$ cat config.mk
export PLATFORM = sky130hd
export DESIGN_NAME = bkmon_top
export DESIGN_NICKNAME = d
export VERILOG_FILES = /design/src/hw/bkmon_pkg.sv /design/src/hw/bkmon_delay_timer.sv /design/src/hw/bkmon_top.sv
export VERILOG_INCLUDE_DIRS = /design/src /design/src/hw
export SDC_FILE = /design/constraint.sdc
export NUM_CORES = 1
export LEC_CHECK = 0
export CORE_MARGIN = 2
export CORE_UTILIZATION = 60
export CTS_BUF_LIST = sky130_fd_sc_hd__clkbuf_8
export DETAILED_ROUTE_END_ITERATION = 8
export DONT_BUFFER_PORTS = 1
export PLACE_DENSITY = 0.79
export REMOVE_ABC_BUFFERS = 1
export SYNTH_ARGS = -nofsm -noshare
export SYNTH_HDL_FRONTEND = slang
export SYNTH_SLANG_ARGS = --single-unit
$ cat constraint.sdc
create_clock -name clk_i -period 2.9 [get_ports clk_i]
set_input_delay 0.145 -clock clk_i [delete_from_list [all_inputs] [get_ports clk_i]]
set_output_delay 0.145 -clock clk_i [all_outputs]
set_load 0.1 [all_outputs]
$ cat src/hw/bkmon_regs.svh
`ifndef BKMON_REGS_SVH
`define BKMON_REGS_SVH

// Power-system cycle counts
`define BKMON_HOLD_CYCLES 16'h003c
`define BKMON_ALARM_CYCLES 16'h003c
`define BKMON_CF_PULSE_CYCLES 16'h003c

// Function codes for the six programmable inputs
`define BKMON_FN_NONE 3'h0
`define BKMON_FN_STATUS 3'h1
`define BKMON_FN_STATUS_INV 3'h2
`define BKMON_FN_TCM 3'h3

// Default logic state of unassigned functions
`define BKMON_DEF_STATUS 1'b0
`define BKMON_DEF_TCM 1'b0

`define BKMON_NUM_INPUTS 6
`define BKMON_CNT_W 16

`endif

$ cat src/hw/bkmon_pkg.sv
package bkmon_pkg;
  typedef logic [2:0] bkmon_func_t;
  typedef logic [15:0] bkmon_cnt_t;
  typedef enum logic [1:0] {
    BKMON_CL_IDLE = 2'h0,
    BKMON_CL_TIMING = 2'h1,
    BKMON_CL_FAILED = 2'h3
  } bkmon_close_state_t;
endpackage : bkmon_pkg

$ cat src/hw/bkmon_delay_timer.sv
`timescale 1ns/1ps
`default_nettype none
`include "bkmon_regs.svh"
module bkmon_delay_timer (
  input wire logic clk_i,
  input wire logic nrst_i,
  input wire logic tick_i,
  input wire logic cond_i,
  input wire bkmon_pkg::bkmon_cnt_t pickup_i,
  input wire bkmon_pkg::bkmon_cnt_t dropout_i,
  output logic out_o
);
  bkmon_pkg::bkmon_cnt_t cnt_ff;
  bkmon_pkg::bkmon_cnt_t nxt_cnt;
  logic out_ff;
  logic nxt_out;
  wire logic differs = cond_i != out_ff;
  wire bkmon_pkg::bkmon_cnt_t limit = out_ff ? dropout_i : pickup_i;
  wire logic expire = differs && (cnt_ff >= limit);

  // Count only while the condition disagrees with the output, restart on agreement
  assign nxt_cnt = !differs ? '0 : (tick_i && !expire) ? cnt_ff + 16'h0001 : cnt_ff;
  assign nxt_out = (tick_i && expire) ? cond_i : out_ff;

  always_ff @(posedge clk_i or negedge nrst_i)
  begin
    if (!nrst_i)
    begin
      cnt_ff <= '0;
      out_ff <= 1'b0;
    end
    else
    begin
      cnt_ff <= nxt_cnt;
      out_ff <= nxt_out;
    end
  end
  assign out_o = out_ff;
endmodule : bkmon_delay_timer
`default_nettype wire

$ cat src/hw/bkmon_top.sv
`timescale 1ns/1ps
`default_nettype none
`include "bkmon_regs.svh"
// Overview of operation
// - The delayed breaker-closed bit follows breaker status with a pickup delay on rise and dropout delay on fall.
// - The delayed breaker-open bit is always the inverse of the delayed breaker-closed bit.
// - A trip lasting longer than the trip-fail time setting asserts the trip-fail flag.
// - The trip-fail flag stays asserted 60 cycles after the trip drops out.
// - A close output held longer than the close-fail time is dropped and the close-fail flag asserts.
// - The close-fail flag is a fixed 60-cycle pulse.
// - The trip-coil alarm asserts after status and trip-coil monitor disagree for 60 continuous cycles.
// - The trip-coil alarm stays asserted 60 cycles after the inputs agree again.
// - The trip-coil monitor function may be assigned to any programmable input.
// - A function with no assigned input uses its default logic state.
// - A status bit follows the close output contact state.
module bkmon_top (
  input wire logic clk_i,
  input wire logic nrst_i,
  input wire logic cycle_tick_i,
  input wire logic [5:0] ctrl_in_i,
  input wire bkmon_pkg::bkmon_func_t in_func_0_i,
  input wire bkmon_pkg::bkmon_func_t in_func_1_i,
  input wire bkmon_pkg::bkmon_func_t in_func_2_i,
  input wire bkmon_pkg::bkmon_func_t in_func_3_i,
  input wire bkmon_pkg::bkmon_func_t in_func_4_i,
  input wire bkmon_pkg::bkmon_func_t in_func_5_i,
  input wire bkmon_pkg::bkmon_cnt_t status_pickup_delay_i,
  input wire bkmon_pkg::bkmon_cnt_t status_dropout_delay_i,
  input wire bkmon_pkg::bkmon_cnt_t trip_fail_time_setting_i,
  input wire bkmon_pkg::bkmon_cnt_t close_fail_time_setting_i,
  input wire logic trip_i,
  input wire logic close_req_i,
  output logic breaker_closed_delayed_o,
  output logic breaker_open_delayed_o,
  output logic trip_fail_flag_o,
  output logic close_fail_flag_o,
  output logic trip_coil_alarm_o,
  output logic close_out_o,
  output logic breaker_make_output_state_o
);
  // Pins are asynchronous to clk_i
  logic [5:0] in_s1_ff;
  logic [5:0] in_s2_ff;
  logic [1:0] ext_s1_ff;
  logic [1:0] ext_s2_ff;
  wire bkmon_pkg::bkmon_func_t func [6];
  assign func[0] = in_func_0_i;
  assign func[1] = in_func_1_i;
  assign func[2] = in_func_2_i;
  assign func[3] = in_func_3_i;
  assign func[4] = in_func_4_i;
  assign func[5] = in_func_5_i;

  function automatic logic [5:0] assigned_to(input logic [17:0] f_all, input logic [2:0] code);
    logic [5:0] m;
    m = '0;
    for (int k = 0; k < `BKMON_NUM_INPUTS; k++)
      m[k] = (f_all[k*3 +: 3] == code);
    return m;
  endfunction : assigned_to

  wire logic [17:0] func_flat = {func[5], func[4], func[3], func[2], func[1], func[0]};
  wire logic [5:0] sel_st = assigned_to(func_flat, `BKMON_FN_STATUS);
  wire logic [5:0] sel_sti = assigned_to(func_flat, `BKMON_FN_STATUS_INV);
  wire logic [5:0] sel_tcm = assigned_to(func_flat, `BKMON_FN_TCM);
  wire logic [5:0] st_hit;
  wire logic [5:0] tcm_hit;
  genvar g;
  generate
    for (g = 0; g < `BKMON_NUM_INPUTS; g++)
    begin : g_sel
      // Inverted-status input lets a normally-closed contact serve as status
      assign st_hit[g] = (sel_st[g] & in_s2_ff[g]) | (sel_sti[g] & ~in_s2_ff[g]);
      assign tcm_hit[g] = sel_tcm[g] & in_s2_ff[g];
    end
  endgenerate
  wire logic st_any = |(sel_st | sel_sti);
  wire logic tcm_any = |sel_tcm;
  // Unassigned functions fall back to their defaults
  wire logic breaker_status_in = st_any ? |st_hit : `BKMON_DEF_STATUS;
  wire logic trip_coil_monitor_in = tcm_any ? |tcm_hit : `BKMON_DEF_TCM;
  wire logic trip_s = ext_s2_ff[0];
  wire logic close_req_s = ext_s2_ff[1];

  always_ff @(posedge clk_i or negedge nrst_i)
  begin
    if (!nrst_i)
    begin
      in_s1_ff <= '0;
      in_s2_ff <= '0;
      ext_s1_ff <= '0;
      ext_s2_ff <= '0;
    end
    else
    begin
      in_s1_ff <= ctrl_in_i;
      in_s2_ff <= in_s1_ff;
      ext_s1_ff <= {close_req_i, trip_i};
      ext_s2_ff <= ext_s1_ff;
    end
  end

  // Delayed status bits
  logic closed_dly;
  bkmon_delay_timer u_status_dly (
    .clk_i(clk_i),
    .nrst_i(nrst_i),
    .tick_i(cycle_tick_i),
    .cond_i(breaker_status_in),
    .pickup_i(status_pickup_delay_i),
    .dropout_i(status_dropout_delay_i),
    .out_o(closed_dly)
  );

  // Trip failure: pickup at setting, fixed 60-cycle dropout
  logic tf_dly;
  bkmon_delay_timer u_trip_fail (
    .clk_i(clk_i),
    .nrst_i(nrst_i),
    .tick_i(cycle_tick_i),
    .cond_i(trip_s),
    .pickup_i(trip_fail_time_setting_i),
    .dropout_i(`BKMON_HOLD_CYCLES),
    .out_o(tf_dly)
  );

  // Trip-coil alarm: 60 cycles both ways
  logic trip_coil_alarm_dly;
  bkmon_delay_timer u_tcm_alarm (
    .clk_i(clk_i),
    .nrst_i(nrst_i),
    .tick_i(cycle_tick_i),
    .cond_i(breaker_status_in ^ trip_coil_monitor_in),
    .pickup_i(`BKMON_ALARM_CYCLES),
    .dropout_i(`BKMON_ALARM_CYCLES),
    .out_o(trip_coil_alarm_dly)
  );

  // Close failure supervision
  bkmon_pkg::bkmon_close_state_t cl_state_ff;
  bkmon_pkg::bkmon_close_state_t nxt_cl_state;
  bkmon_pkg::bkmon_cnt_t cl_cnt_ff;
  bkmon_pkg::bkmon_cnt_t nxt_cl_cnt;
  wire logic cl_timing = (cl_state_ff == bkmon_pkg::BKMON_CL_TIMING);
  wire logic cl_failed = (cl_state_ff == bkmon_pkg::BKMON_CL_FAILED);
  wire logic cl_expire = cycle_tick_i && (cl_cnt_ff >= close_fail_time_setting_i);
  wire logic cf_done = (cl_cnt_ff >= `BKMON_CF_PULSE_CYCLES);

  always_comb
  begin
    nxt_cl_state = cl_state_ff;
    nxt_cl_cnt = cl_cnt_ff;
    unique case (cl_state_ff)
      bkmon_pkg::BKMON_CL_IDLE:
      begin
        nxt_cl_cnt = '0;
        if (close_req_s)
          nxt_cl_state = bkmon_pkg::BKMON_CL_TIMING;
      end
      bkmon_pkg::BKMON_CL_TIMING:
      begin
        if (!close_req_s)
        begin
          nxt_cl_state = bkmon_pkg::BKMON_CL_IDLE;
          nxt_cl_cnt = '0;
        end
        else if (cl_expire)
        begin
          nxt_cl_state = bkmon_pkg::BKMON_CL_FAILED;
          nxt_cl_cnt = '0;
        end
        else if (cycle_tick_i)
          nxt_cl_cnt = cl_cnt_ff + 16'h0001;
      end
      bkmon_pkg::BKMON_CL_FAILED:
      begin
        // Request must drop before another attempt, so a stuck request cannot re-close
        // Count parks at the pulse length, so the flag ends even while the request sticks
        if (cf_done)
        begin
          nxt_cl_state = close_req_s ? bkmon_pkg::BKMON_CL_FAILED : bkmon_pkg::BKMON_CL_IDLE;
          nxt_cl_cnt = close_req_s ? cl_cnt_ff : '0;
        end
        else if (cycle_tick_i)
          nxt_cl_cnt = cl_cnt_ff + 16'h0001;
      end
      default:
      begin
        nxt_cl_state = bkmon_pkg::BKMON_CL_IDLE;
        nxt_cl_cnt = '0;
      end
    endcase
  end

  logic cf_pulse;
  assign cf_pulse = cl_failed && (cl_cnt_ff < `BKMON_CF_PULSE_CYCLES);

  always_ff @(posedge clk_i or negedge nrst_i)
  begin
    if (!nrst_i)
    begin
      cl_state_ff <= bkmon_pkg::BKMON_CL_IDLE;
      cl_cnt_ff <= '0;
      breaker_closed_delayed_o <= 1'b0;
      breaker_open_delayed_o <= 1'b1;
      trip_fail_flag_o <= 1'b0;
      close_fail_flag_o <= 1'b0;
      trip_coil_alarm_o <= 1'b0;
      close_out_o <= 1'b0;
      breaker_make_output_state_o <= 1'b0;
    end
    else
    begin
      cl_state_ff <= nxt_cl_state;
      cl_cnt_ff <= nxt_cl_cnt;
      breaker_closed_delayed_o <= closed_dly;
      breaker_open_delayed_o <= ~closed_dly;
      trip_fail_flag_o <= tf_dly;
      close_fail_flag_o <= cf_pulse;
      trip_coil_alarm_o <= trip_coil_alarm_dly;
      close_out_o <= (nxt_cl_state == bkmon_pkg::BKMON_CL_TIMING);
      breaker_make_output_state_o <= (nxt_cl_state == bkmon_pkg::BKMON_CL_TIMING);
    end
  end
endmodule : bkmon_top
`default_nettype wire

==> impl_metrics.yaml, run 1 <==
global_routing:
  grt_pass1_vias: 4948
  grt_max_degree: 92
  grt_use_total: 0.256
  grt-ovfl-total: 0
  antenna_found_initial: 0
  grt_pass1_wl_um: 23300
pwr:
  comb_power_share: 0.111
  finalPower_w: 0.00271
  intPower_w: 0.00201
  p_sw_w: 0.000697
  p_per_area_nw_per_um2: 408
  irDropWorstVdd_uv: 350
  power_leakage_nw: 2.98
  seq_power_share: 0.495
  clkPwrFrac: 0.394
  p_sw_frac: 0.257
placement:
  portBuffers: 0
  dp.cells: 758
  place_hpwl_um: 9620
  gp_congestion: 0.866
setup_path:
  reg2reg_depth: 9
  worst_setup_path_start_kind: "flip-flop"
  path_max_fanout: 18
  required_ns: 3.20
  r2r_start: "u_status_dly.out_o"
  rrSetupSlack_ns: 0.18
  crit_path_start: "u_status_dly.out_o"
  crit_path_end: "u_status_dly.cnt_ff[14]"
  cp.arrival_ns: 3.03
  crit_path_end_kind: "flip-flop"
  worst-setup-path-type: "flip-flop to flip-flop"
  timing.rr.end: "u_status_dly.cnt_ff[14]"
sta:
  skew_ns: 0.0107
  setup_viol: 0
  period_share: 0.939
  fin_crit_ns: 2.72
  finalSetupTns_ns: 0
  timing.final.max_slew_violations: 0
  tightestPinTransition_ns: 0.976
  max_slew_margin: 0.344
  fmax_mhz: 367
  rsz0062_at_grt: "no"
  hold_viol: 0
drt:
  via_per_inst: 6.38
  vias: 5011
  dr.pass1.iters: 4
  drt_iter0_drc: 341
  routedWlPerCell_um: 17.2
  routed_wl_um: 13500
  drc: 0
  postRouteAntennaNets: 0
die:
  design.portCount: 100
  start_util: 0.623
  die_h_um: 105
  core_sq_um: 9820
  dieArea_sq_um: 11000
  num_rows: 36
  die_w_um: 105
final_layout:
  n_antenna_cell: 0
  fin_nets: 794
  final_common_cell: "dfrtp_1"
  fillers: 783
  final_cells: 785
  area_delta_synth_final_pct: 8.58
  drive_above_1_share: 0.0798
  final_cell_mix: "dfrtp_1, ha_1, a21oi_1, inv_1, nand2_1"
job:
  max_cap_violations: 0
run_status:
  status: "finished clean"
synthesis:
  synth_cells: 639
  synth_edf_count: 0
  synthesis.area_sq_um: 6120
  async_reset_ff_frac: 1.00
  ys_seq_area_frac: 0.372
  ys_types: 70
  synth_flop_cell: "dfrtp_1"
  avgSynthCellArea_sq_um: 9.58
  ys_warn_count: 0
  ys_ff_latch: 91
clock_network:
  clock_path_buffers: 2
  clkTransAtPathRegs_ns: 0.09
  h-tree-depth: 3
  cts_root_buffer: "clkbuf_8"
  cts_tree: "done"
  clk_latency_ns: 0.38
  cts_made_buffers: 9
  clock_sinks: 91
min_path:
  min_path_type: "primary input to flip-flop"
cell families (layout without fill, tap and decap cells):
| logic type | count (synthesis) | after routing | synth area share |
|---|---|---|---|
| AND/OR/NAND/NOR | 238 | 238 | 0.237 |
| AO/OA/AOI/OAI | 147 | 147 | 0.161 |
| flip-flops | 91 | 91 | 0.372 |
| buffers and inverters | 64 | 77 | 0.0456 |
| adder cells (fa/ha/maj) | 54 | 54 | 0.110 |
| multiplexers | 33 | 33 | 0.0546 |
| XOR/XNOR | 12 | 12 | 0.0194 |
metal layers:
metal | GRT usage | wire length [um] | vias up
li1 | - | - | 2403
met5 | 0 | 0 | -
met1 | 0.346 | 5870 | 2404
met4 | 0.0810 | 181 | 0
met2 | 0.418 | 6550 | 186
met3 | 0.0449 | 891 | 18
how the worst min path moves through the flow:
stage / start / cells after the start / to / slack [ns]
2_1_floorplan: nrst_i / 0 / breaker_closed_delayed_o / -0.15
3_3_place_gp: nrst_i / 0 / u_trip_fail.cnt_ff[9] / -0.15
3_5_place_dp: nrst_i / 0 / u_trip_fail.cnt_ff[9] / -0.15
4_1_cts: cycle_tick_i / 3 / u_status_dly.cnt_ff[1] / 0.002
5_1_grt: cycle_tick_i / 3 / u_status_dly.cnt_ff[6] / 0.02
6_report: cycle_tick_i / 3 / u_status_dly.cnt_ff[1] / 0.02
state kept, by name, indices dropped and copies added (netlist names):
signal,flops
breaker_closed_delayed_o,1
breaker_make_output_state_o,1
breaker_open_delayed_o,1
cl_cnt_ff,16
cl_state_ff,2
close_fail_flag_o,1
ext_s1_ff,2
ext_s2_ff,2
in_s1_ff,6
in_s2_ff,6
trip_coil_alarm_o,1
trip_fail_flag_o,1
u_status_dly.cnt_ff,16
u_status_dly.out_o,1
u_tcm_alarm.cnt_ff,16
u_tcm_alarm.out_o,1
u_trip_fail.cnt_ff,16
u_trip_fail.out_o,1
critical path, cell delays in order (launching register included):
cell and delay (ns):
dfrtp_1 0.42, buf_12 0.19, mux2i_1 0.20, ha_1 0.26
a21o_1 0.20, a21o_1 0.20, a21o_1 0.27, or3_1 0.44
a211oi_2 0.26, mux2i_1 0.20
through the flow:
stage               setup WS, ns   util  instance area [sq um]  hold slack, ns
floorplan                 -0.290      -                   5980          -0.151
global placement           0.233  0.638                   6260          -0.148
detailed placement         0.121  0.638                   6260          -0.149
CTS                        0.115  0.676                   6640         0.00163
global route              0.0198  0.677                   6650          0.0184
finish                     0.176  0.677                   6650          0.0205
power groups by stage:
stage | Combinational, W | Sequential, W | Clock [W]
after floorplan | 0.000206 | 0.00136 | 0
after global placement | 0.000244 | 0.00136 | 0
after detailed placement | 0.000261 | 0.00137 | 0
after CTS | 0.000304 | 0.00134 | 0.00109
after global routing | 0.000346 | 0.00135 | 0.00114
final | 0.000302 | 0.00134 | 0.00107
final cells by class:
type | instances | area [sq um] | share of cell area
Clock inverter | 7 | 124 | 0.0186
Inverter | 36 | 135 | 0.0203
Clock buffer | 9 | 124 | 0.0186
Sequential cell | 91 | 2280 | 0.343
Multi-Input combinational cell | 484 | 3570 | 0.537
Tap cell | 133 | 166 | 0.0250
Timing Repair Buffer | 25 | 245 | 0.0369
synthesized netlist by cell type, types with 2 or more instances:
cell | count | area share
a22oi_1 | 2 | 0.0025
or3b_1 | 18 | 0.026
nand3_2 | 2 | 0.0033
a211oi_1 | 9 | 0.011
and3_1 | 6 | 0.0061
o21ai_0 | 13 | 0.011
nand2_1 | 33 | 0.020
nor2_1 | 26 | 0.016
clkbuf_1 | 16 | 0.0098
dfrtp_1 | 90 | 0.37
nand2b_1 | 16 | 0.016
nand4b_1 | 6 | 0.0086
o21a_1 | 3 | 0.0037
nor4_1 | 6 | 0.0061
mux2i_1 | 30 | 0.049
xor2_1 | 8 | 0.011
nor3_1 | 4 | 0.0033
o211ai_1 | 6 | 0.0074
a211o_1 | 5 | 0.0072
nand4_1 | 23 | 0.024
a21oi_1 | 45 | 0.037
mux2_1 | 2 | 0.0037
xnor2_1 | 3 | 0.0043
nand3_1 | 25 | 0.020
buf_6 | 2 | 0.0037
nor2b_1 | 5 | 0.0051
or4_1 | 2 | 0.0025
inv_1 | 35 | 0.021
o21bai_1 | 2 | 0.0025
a211oi_2 | 2 | 0.0041
a31oi_1 | 15 | 0.015
o22ai_1 | 4 | 0.0041
o31ai_1 | 7 | 0.0086
a21o_1 | 7 | 0.0086
a2111o_1 | 2 | 0.0037
a2111oi_0 | 5 | 0.0072
buf_2 | 8 | 0.0065
or3_1 | 13 | 0.013
and2_1 | 15 | 0.015
and4_1 | 9 | 0.013
o21ai_1 | 10 | 0.0082
ha_1 | 54 | 0.11
nand3b_1 | 18 | 0.022
what timing repair did:
item / CTS / global route
hold buffers: 11 / 0
buffers inserted: 0 / 0
resized for setup: 0 / 5
setup endpoints to repair: 0 / 11
endpoints found under the hold margin: 102 / 0
Power figures use the tool's default switching activity.
==> inputs of run 2 (changes only) <==
--- a/config.mk
+++ b/config.mk
@@ -7,11 +7,11 @@
 export NUM_CORES = 1
 export LEC_CHECK = 0
 export CORE_MARGIN = 2
-export CORE_UTILIZATION = 60
+export CORE_UTILIZATION = 55
 export CTS_BUF_LIST = sky130_fd_sc_hd__clkbuf_8
 export DETAILED_ROUTE_END_ITERATION = 8
 export DONT_BUFFER_PORTS = 1
-export PLACE_DENSITY = 0.79
+export PLACE_DENSITY = 0.72
 export REMOVE_ABC_BUFFERS = 1
 export SYNTH_ARGS = -nofsm -noshare
 export SYNTH_HDL_FRONTEND = slang
==> constraint.sdc (replaced) <==
create_clock -name clk_i -period 2.2 [get_ports clk_i]
set_input_delay 0.11 -clock clk_i [delete_from_list [all_inputs] [get_ports clk_i]]
set_output_delay 0.11 -clock clk_i [all_outputs]
set_load 0.1 [all_outputs]
==> impl_metrics.yaml, run 2 (synthesis gave the netlist of run 1 again) <==
run_status:
  status: "finished, violations left"
  violations: "negative setup slack"
setup_path:
  critPathSlowestCell: "dfrtp_2"
  rrSetupSlack_ns: -0.66
  worst-setup-path-type: "flip-flop to flip-flop"
  cp.arrival_ns: 3.17
  path_max_fanout: 6
  timing.rr.end: "u_status_dly.cnt_ff[4]"
  worst_setup_path_start_kind: "flip-flop"
  reg2reg_depth: 13
  cp_cell_sequence: "buf_4, buf_6, buf_4, mux2i_1, ha_1, a21o_1, a21oi_2, o211ai_1, o21bai_4, buf_4, buf_6, a2111o_1, a31oi_1"
  max_stage_delay_ns: 0.44
  r2r_start: "u_status_dly.out_o"
  required_ns: 2.50
  crit_top_cell: "buf_4"
  crit_path_end_kind: "flip-flop"
final_layout:
  fillers: 654
  drive_above_1_share: 0.364
  seqCellArea_sq_um: 2280
  n_antenna_cell: 0
  final_area_sq_um: 8530
  final_cell_mix: "buf_4, dfrtp_1, ha_1, inv_1, nand2_1"
  multi_input_area_sq_um: 4390
  final_common_cell: "buf_4"
  area_delta_synth_final_pct: 39.4
  fin_nets: 917
sta:
  tightestPinTransition_ns: 0.940
  setup_viol: 50
  skew_ns: 0.0129
  max_slew_margin: 0.375
  fmax_mhz: 349
  rsz0062_at_grt: "yes"
  hold_viol: 0
  finalSetupTns_ns: -15.86
  timing.final.max_slew_violations: 0
  final.setup.worst_slack_ns: -0.663
  fin_crit_ns: 2.86
  period_share: 1.30
  whs_ns: 0.0326
drt:
  postRouteAntennaNets: 0
  vias: 5791
  drt_iter0_drc: 431
  routedWlPerCell_um: 20.3
  via_per_inst: 6.33
  routed_wl_um: 18600
  drc: 0
  dr.pass1.iters: 4
die:
  dieArea_sq_um: 12000
  design.portCount: 100
  die_w_um: 110
  start_util: 0.565
  num_rows: 38
  die_h_um: 110
  core_sq_um: 10800
pwr:
  irDropWorstVdd_uv: 469
  finalPower_w: 0.00364
  power_leakage_nw: 3.74
  p_per_area_nw_per_um2: 426
clock_network:
  clock_sinks: 91
  clock_path_buffers: 2
  cts_tree: "done"
  h-tree-depth: 3
  cts_made_buffers: 9
  cts_root_buffer: "clkbuf_8"
  clk_latency_ns: 0.39
  clkTransAtPathRegs_ns: 0.10
global_routing:
  antenna_found_initial: 0
  grt_max_degree: 92
  grtUsageMet3: 0.0575
  grt_pass1_vias: 5536
  grt-ovfl-total: 0
  gr-usage-met1: 0.363
  gr-usage-met2: 0.491
  grt_use_total: 0.289
  busiest_layer: "met2"
  grt_pass1_wl_um: 26900
min_path:
  min_path_type: "primary input to flip-flop"
  whs_endpoint: "cl_cnt_ff[1]"
  hold_path_depth: 3
  hold_path_startpoint: "cycle_tick_i"
placement:
  place_area_sq_um: 6900
  place_hpwl_um: 10800
  portBuffers: 0
  gp_congestion: 0.914
job:
  max_cap_violations: 0
run 2: cell types whose count changed in the layout (fill, tap and decap cells not counted), moves of 9 or more:
cell	previous run	this run
ha_4	0	12
buf_4	13	97
a21oi_1	45	24
a21oi_2	0	17
nand2b_4	1	11
a211oi_1	9	0
nand2b_1	16	6
ha_1	54	41
buf_6	0	32
run 2: what timing repair did:
item,CTS,global route
pin swaps,50,48
endpoints found under the setup margin,52,52
endpoints found under the hold margin,105,0
resized for setup,96,92
hold buffers,12,0
setup buffers,29,14
cloned,4,2
run 2: worst max-delay path by stage:
stage / startpoint / to / cells after the start
after global placement: u_status_dly.out_o / u_status_dly.cnt_ff[5] / 10
final: u_status_dly.out_o / u_status_dly.cnt_ff[4] / 13
after CTS: u_status_dly.out_o / u_status_dly.cnt_ff[11] / 10
after detailed placement: u_status_dly.out_o / u_status_dly.cnt_ff[15] / 10
after global routing: u_status_dly.out_o / u_status_dly.cnt_ff[4] / 13
after floorplan: u_status_dly.out_o / u_status_dly.cnt_ff[10] / 8
run 2: power by group:
part / total (W) / leakage (nW) / switching [W] / internal [W]
logic: 0.000615 / 2.42 / 0.000325 / 0.000289
registers: 0.00176 / 1.22 / 0.0000480 / 0.00171
clock network: 0.00126 / 0.106 / 0.000686 / 0.000577
run 2: per-stage QoR:
stage	util	instances	setup slack, ns
after floorplan	-	611	-0.990
after global placement	0.637	847	-0.547
after detailed placement	0.637	847	-0.656
after CTS	0.735	904	-0.404
after global routing	0.787	915	-0.697
final	0.787	915	-0.663
run 2: worst max-delay path: cells and delay by family, from the launching register on:
family                     cells  cell delay, ns
adders and majority gates      1            0.19
DFF                            1            0.44
buffers and inverters          5            0.68
AOI/OAI and AO/OA              6            1.34
muxes                          1            0.12
run 2: layout make-up:
class / instances / share of cell area
clock buffers: 10 / 0.0161
flip-flops and latches: 91 / 0.268
clock inverters: 6 / 0.00880
repair buffers: 147 / 0.157
well taps: 140 / 0.0205
inverters: 36 / 0.0158
multi-input cells: 485 / 0.514
run 2: per-layer routing:
layer | wire [um] | vias to the layer above
met5 | 0 | -
met4 | 590 | 0
met3 | 1150 | 62
met2 | 9580 | 250
met1 | 7270 | 2840
li1 | - | 2639
==> inputs of run 3 (changes only) <==
--- a/config.mk
+++ b/config.mk
@@ -11,6 +11,7 @@
 export CTS_BUF_LIST = sky130_fd_sc_hd__clkbuf_8
 export DETAILED_ROUTE_END_ITERATION = 8
 export DONT_BUFFER_PORTS = 1
+export HOLD_SLACK_MARGIN = 0.1
 export PLACE_DENSITY = 0.72
 export REMOVE_ABC_BUFFERS = 1
 export SYNTH_ARGS = -nofsm -noshare
==> impl_metrics.yaml, run 3 (synthesis gave the netlist of run 1 again) <==
final_layout:
  fin_nets: 915
  drive_above_1_share: 0.366
  final_cell_mix: "buf_4, dfrtp_1, ha_1, inv_1, nand2_1"
  area_delta_synth_final_pct: 39.5
  final_common_cell: "buf_4"
  n_antenna_cell: 0
pwr:
  intPower_w: 0.00257
  p_sw_frac: 0.290
  power_leakage_nw: 3.74
  p_per_area_nw_per_um2: 424
  comb_power_share: 0.169
  seq_power_share: 0.486
  irDropWorstVdd_uv: 468
  p_sw_w: 0.00105
  clkPwrFrac: 0.346
setup_path:
  crit_top_cell: "buf_4"
  worst-setup-path-type: "flip-flop to flip-flop"
  timing.rr.end: "u_status_dly.cnt_ff[0]"
  crit_path_end_kind: "flip-flop"
  path_delay_family: "compound AO/OA/AOI/OAI gates"
  r2r_start: "u_status_dly.out_o"
  max_stage_delay_ns: 0.44
  reg2reg_depth: 13
  worst_setup_path_start_kind: "flip-flop"
  path_max_fanout: 6
  required_ns: 2.47
  cp_num_buf_inv: 5
  rrSetupSlack_ns: -0.66
  cp.arrival_ns: 3.13
  critPathSlowestCell: "dfrtp_2"
  cp_cell_sequence: "buf_4, buf_6, buf_4, mux2i_1, ha_1, a21o_1, a21oi_2, o211ai_1, o21bai_4, buf_4, buf_6, a211o_1, a31oi_2"
drt:
  drc: 0
  vias: 5764
  routed_wl_um: 18500
  drt_iter0_drc: 386
  routedWlPerCell_um: 20.2
  postRouteAntennaNets: 0
  via_per_inst: 6.31
  dr.pass1.iters: 5
sta:
  rsz0062_at_grt: "yes"
  fmax_mhz: 350
  tightestPinTransition_ns: 0.940
  setup_viol: 39
  fin_crit_ns: 2.86
  final.setup.worst_slack_ns: -0.657
  finalSetupTns_ns: -14.96
  timing.final.max_slew_violations: 0
  period_share: 1.30
  max_slew_margin: 0.375
  skew_ns: 0.00925
  hold_viol: 0
clock_network:
  h-tree-depth: 3
  clock_sinks: 91
  cts_tree: "done"
  cts_root_buffer: "clkbuf_8"
  cts_made_buffers: 9
  clock_path_buffers: 2
  clk_latency_ns: 0.38
  clkTransAtPathRegs_ns: 0.10
die:
  design.portCount: 100
  start_util: 0.565
  num_rows: 38
  die_h_um: 110
  dieArea_sq_um: 12000
  die_w_um: 110
  core_sq_um: 10800
global_routing:
  grt_max_degree: 92
  grt_use_total: 0.289
  grt_pass1_vias: 5522
  antenna_found_initial: 0
  grt-ovfl-total: 0
  grt_pass1_wl_um: 26800
min_path:
  min_path_type: "primary input to flip-flop"
  hold_path_startpoint: "cycle_tick_i"
  hold_path_depth: 4
  whs_endpoint: "breaker_make_output_state_o"
placement:
  portBuffers: 0
  place_hpwl_um: 10800
  dp_slack_ns: -0.656
  gp_congestion: 0.914
job:
  max_cap_violations: 0
run_status:
  violations: "negative setup slack"
  status: "finished, violations left"
run 3: per-layer routing:
layer  GRT usage  vias up  wire length, um
met5           0        -                0
met4       0.109        0              446
met3      0.0587       44             1160
met2       0.488      227             9600
met1       0.365     2858             7250
li1            -     2635                -
run 3: layout make-up:
type	instances	area (sq um)
Multi-Input combinational cell	485	4430
Fill cell	656	2300
Sequential cell	91	2280
Timing Repair Buffer	145	1310
Tap cell	140	175
Clock buffer	10	138
Inverter	36	135
Clock inverter	6	75.1
run 3: worst max path at each step:
stage	slack, ns	end	cells after the start	startpoint
floorplan	-0.99	u_status_dly.cnt_ff[10]	8	u_status_dly.out_o
CTS	-0.40	u_status_dly.cnt_ff[11]	10	u_status_dly.out_o
finish	-0.66	u_status_dly.cnt_ff[0]	13	u_status_dly.out_o
global route	-0.74	u_status_dly.cnt_ff[4]	11	u_status_dly.out_o
global placement	-0.55	u_status_dly.cnt_ff[5]	10	u_status_dly.out_o
detailed placement	-0.66	u_status_dly.cnt_ff[15]	10	u_status_dly.out_o
run 3: repair_timing:
item,in CTS,in global routing
hold buffers,11,0
endpoints found under the setup margin,52,52
pin swaps,50,48
buffers inserted,29,15
hold endpoints to repair,115,0
cloned,4,1
gates resized for setup,96,103
run 3: worst min-delay path, stage by stage:
cell and delay (ns):
o31ai_2 0.07, buf_6 0.16, nor2_4 0.11, nor3_4 0.05
run 3: power by group through the flow:
stage | registers, W | clock network, W | logic [W]
global placement | 0.00179 | 0 | 0.000382
finish | 0.00176 | 0.00125 | 0.000610
floorplan | 0.00179 | 0 | 0.000272
detailed placement | 0.00179 | 0 | 0.000408
global route | 0.00177 | 0.00133 | 0.000668
CTS | 0.00176 | 0.00128 | 0.000540
run 3: through the flow:
stage,hold WS [ns],util,total power (W),instances,area (sq um)
global route,0.123,0.788,0.00377,913,8540
CTS,0.102,0.734,0.00358,903,7960
detailed placement,-0.184,0.637,0.00220,847,6900
global placement,-0.184,0.637,0.00217,847,6900
floorplan,-0.186,-,0.00206,611,5980
finish,0.149,0.788,0.00362,913,8540
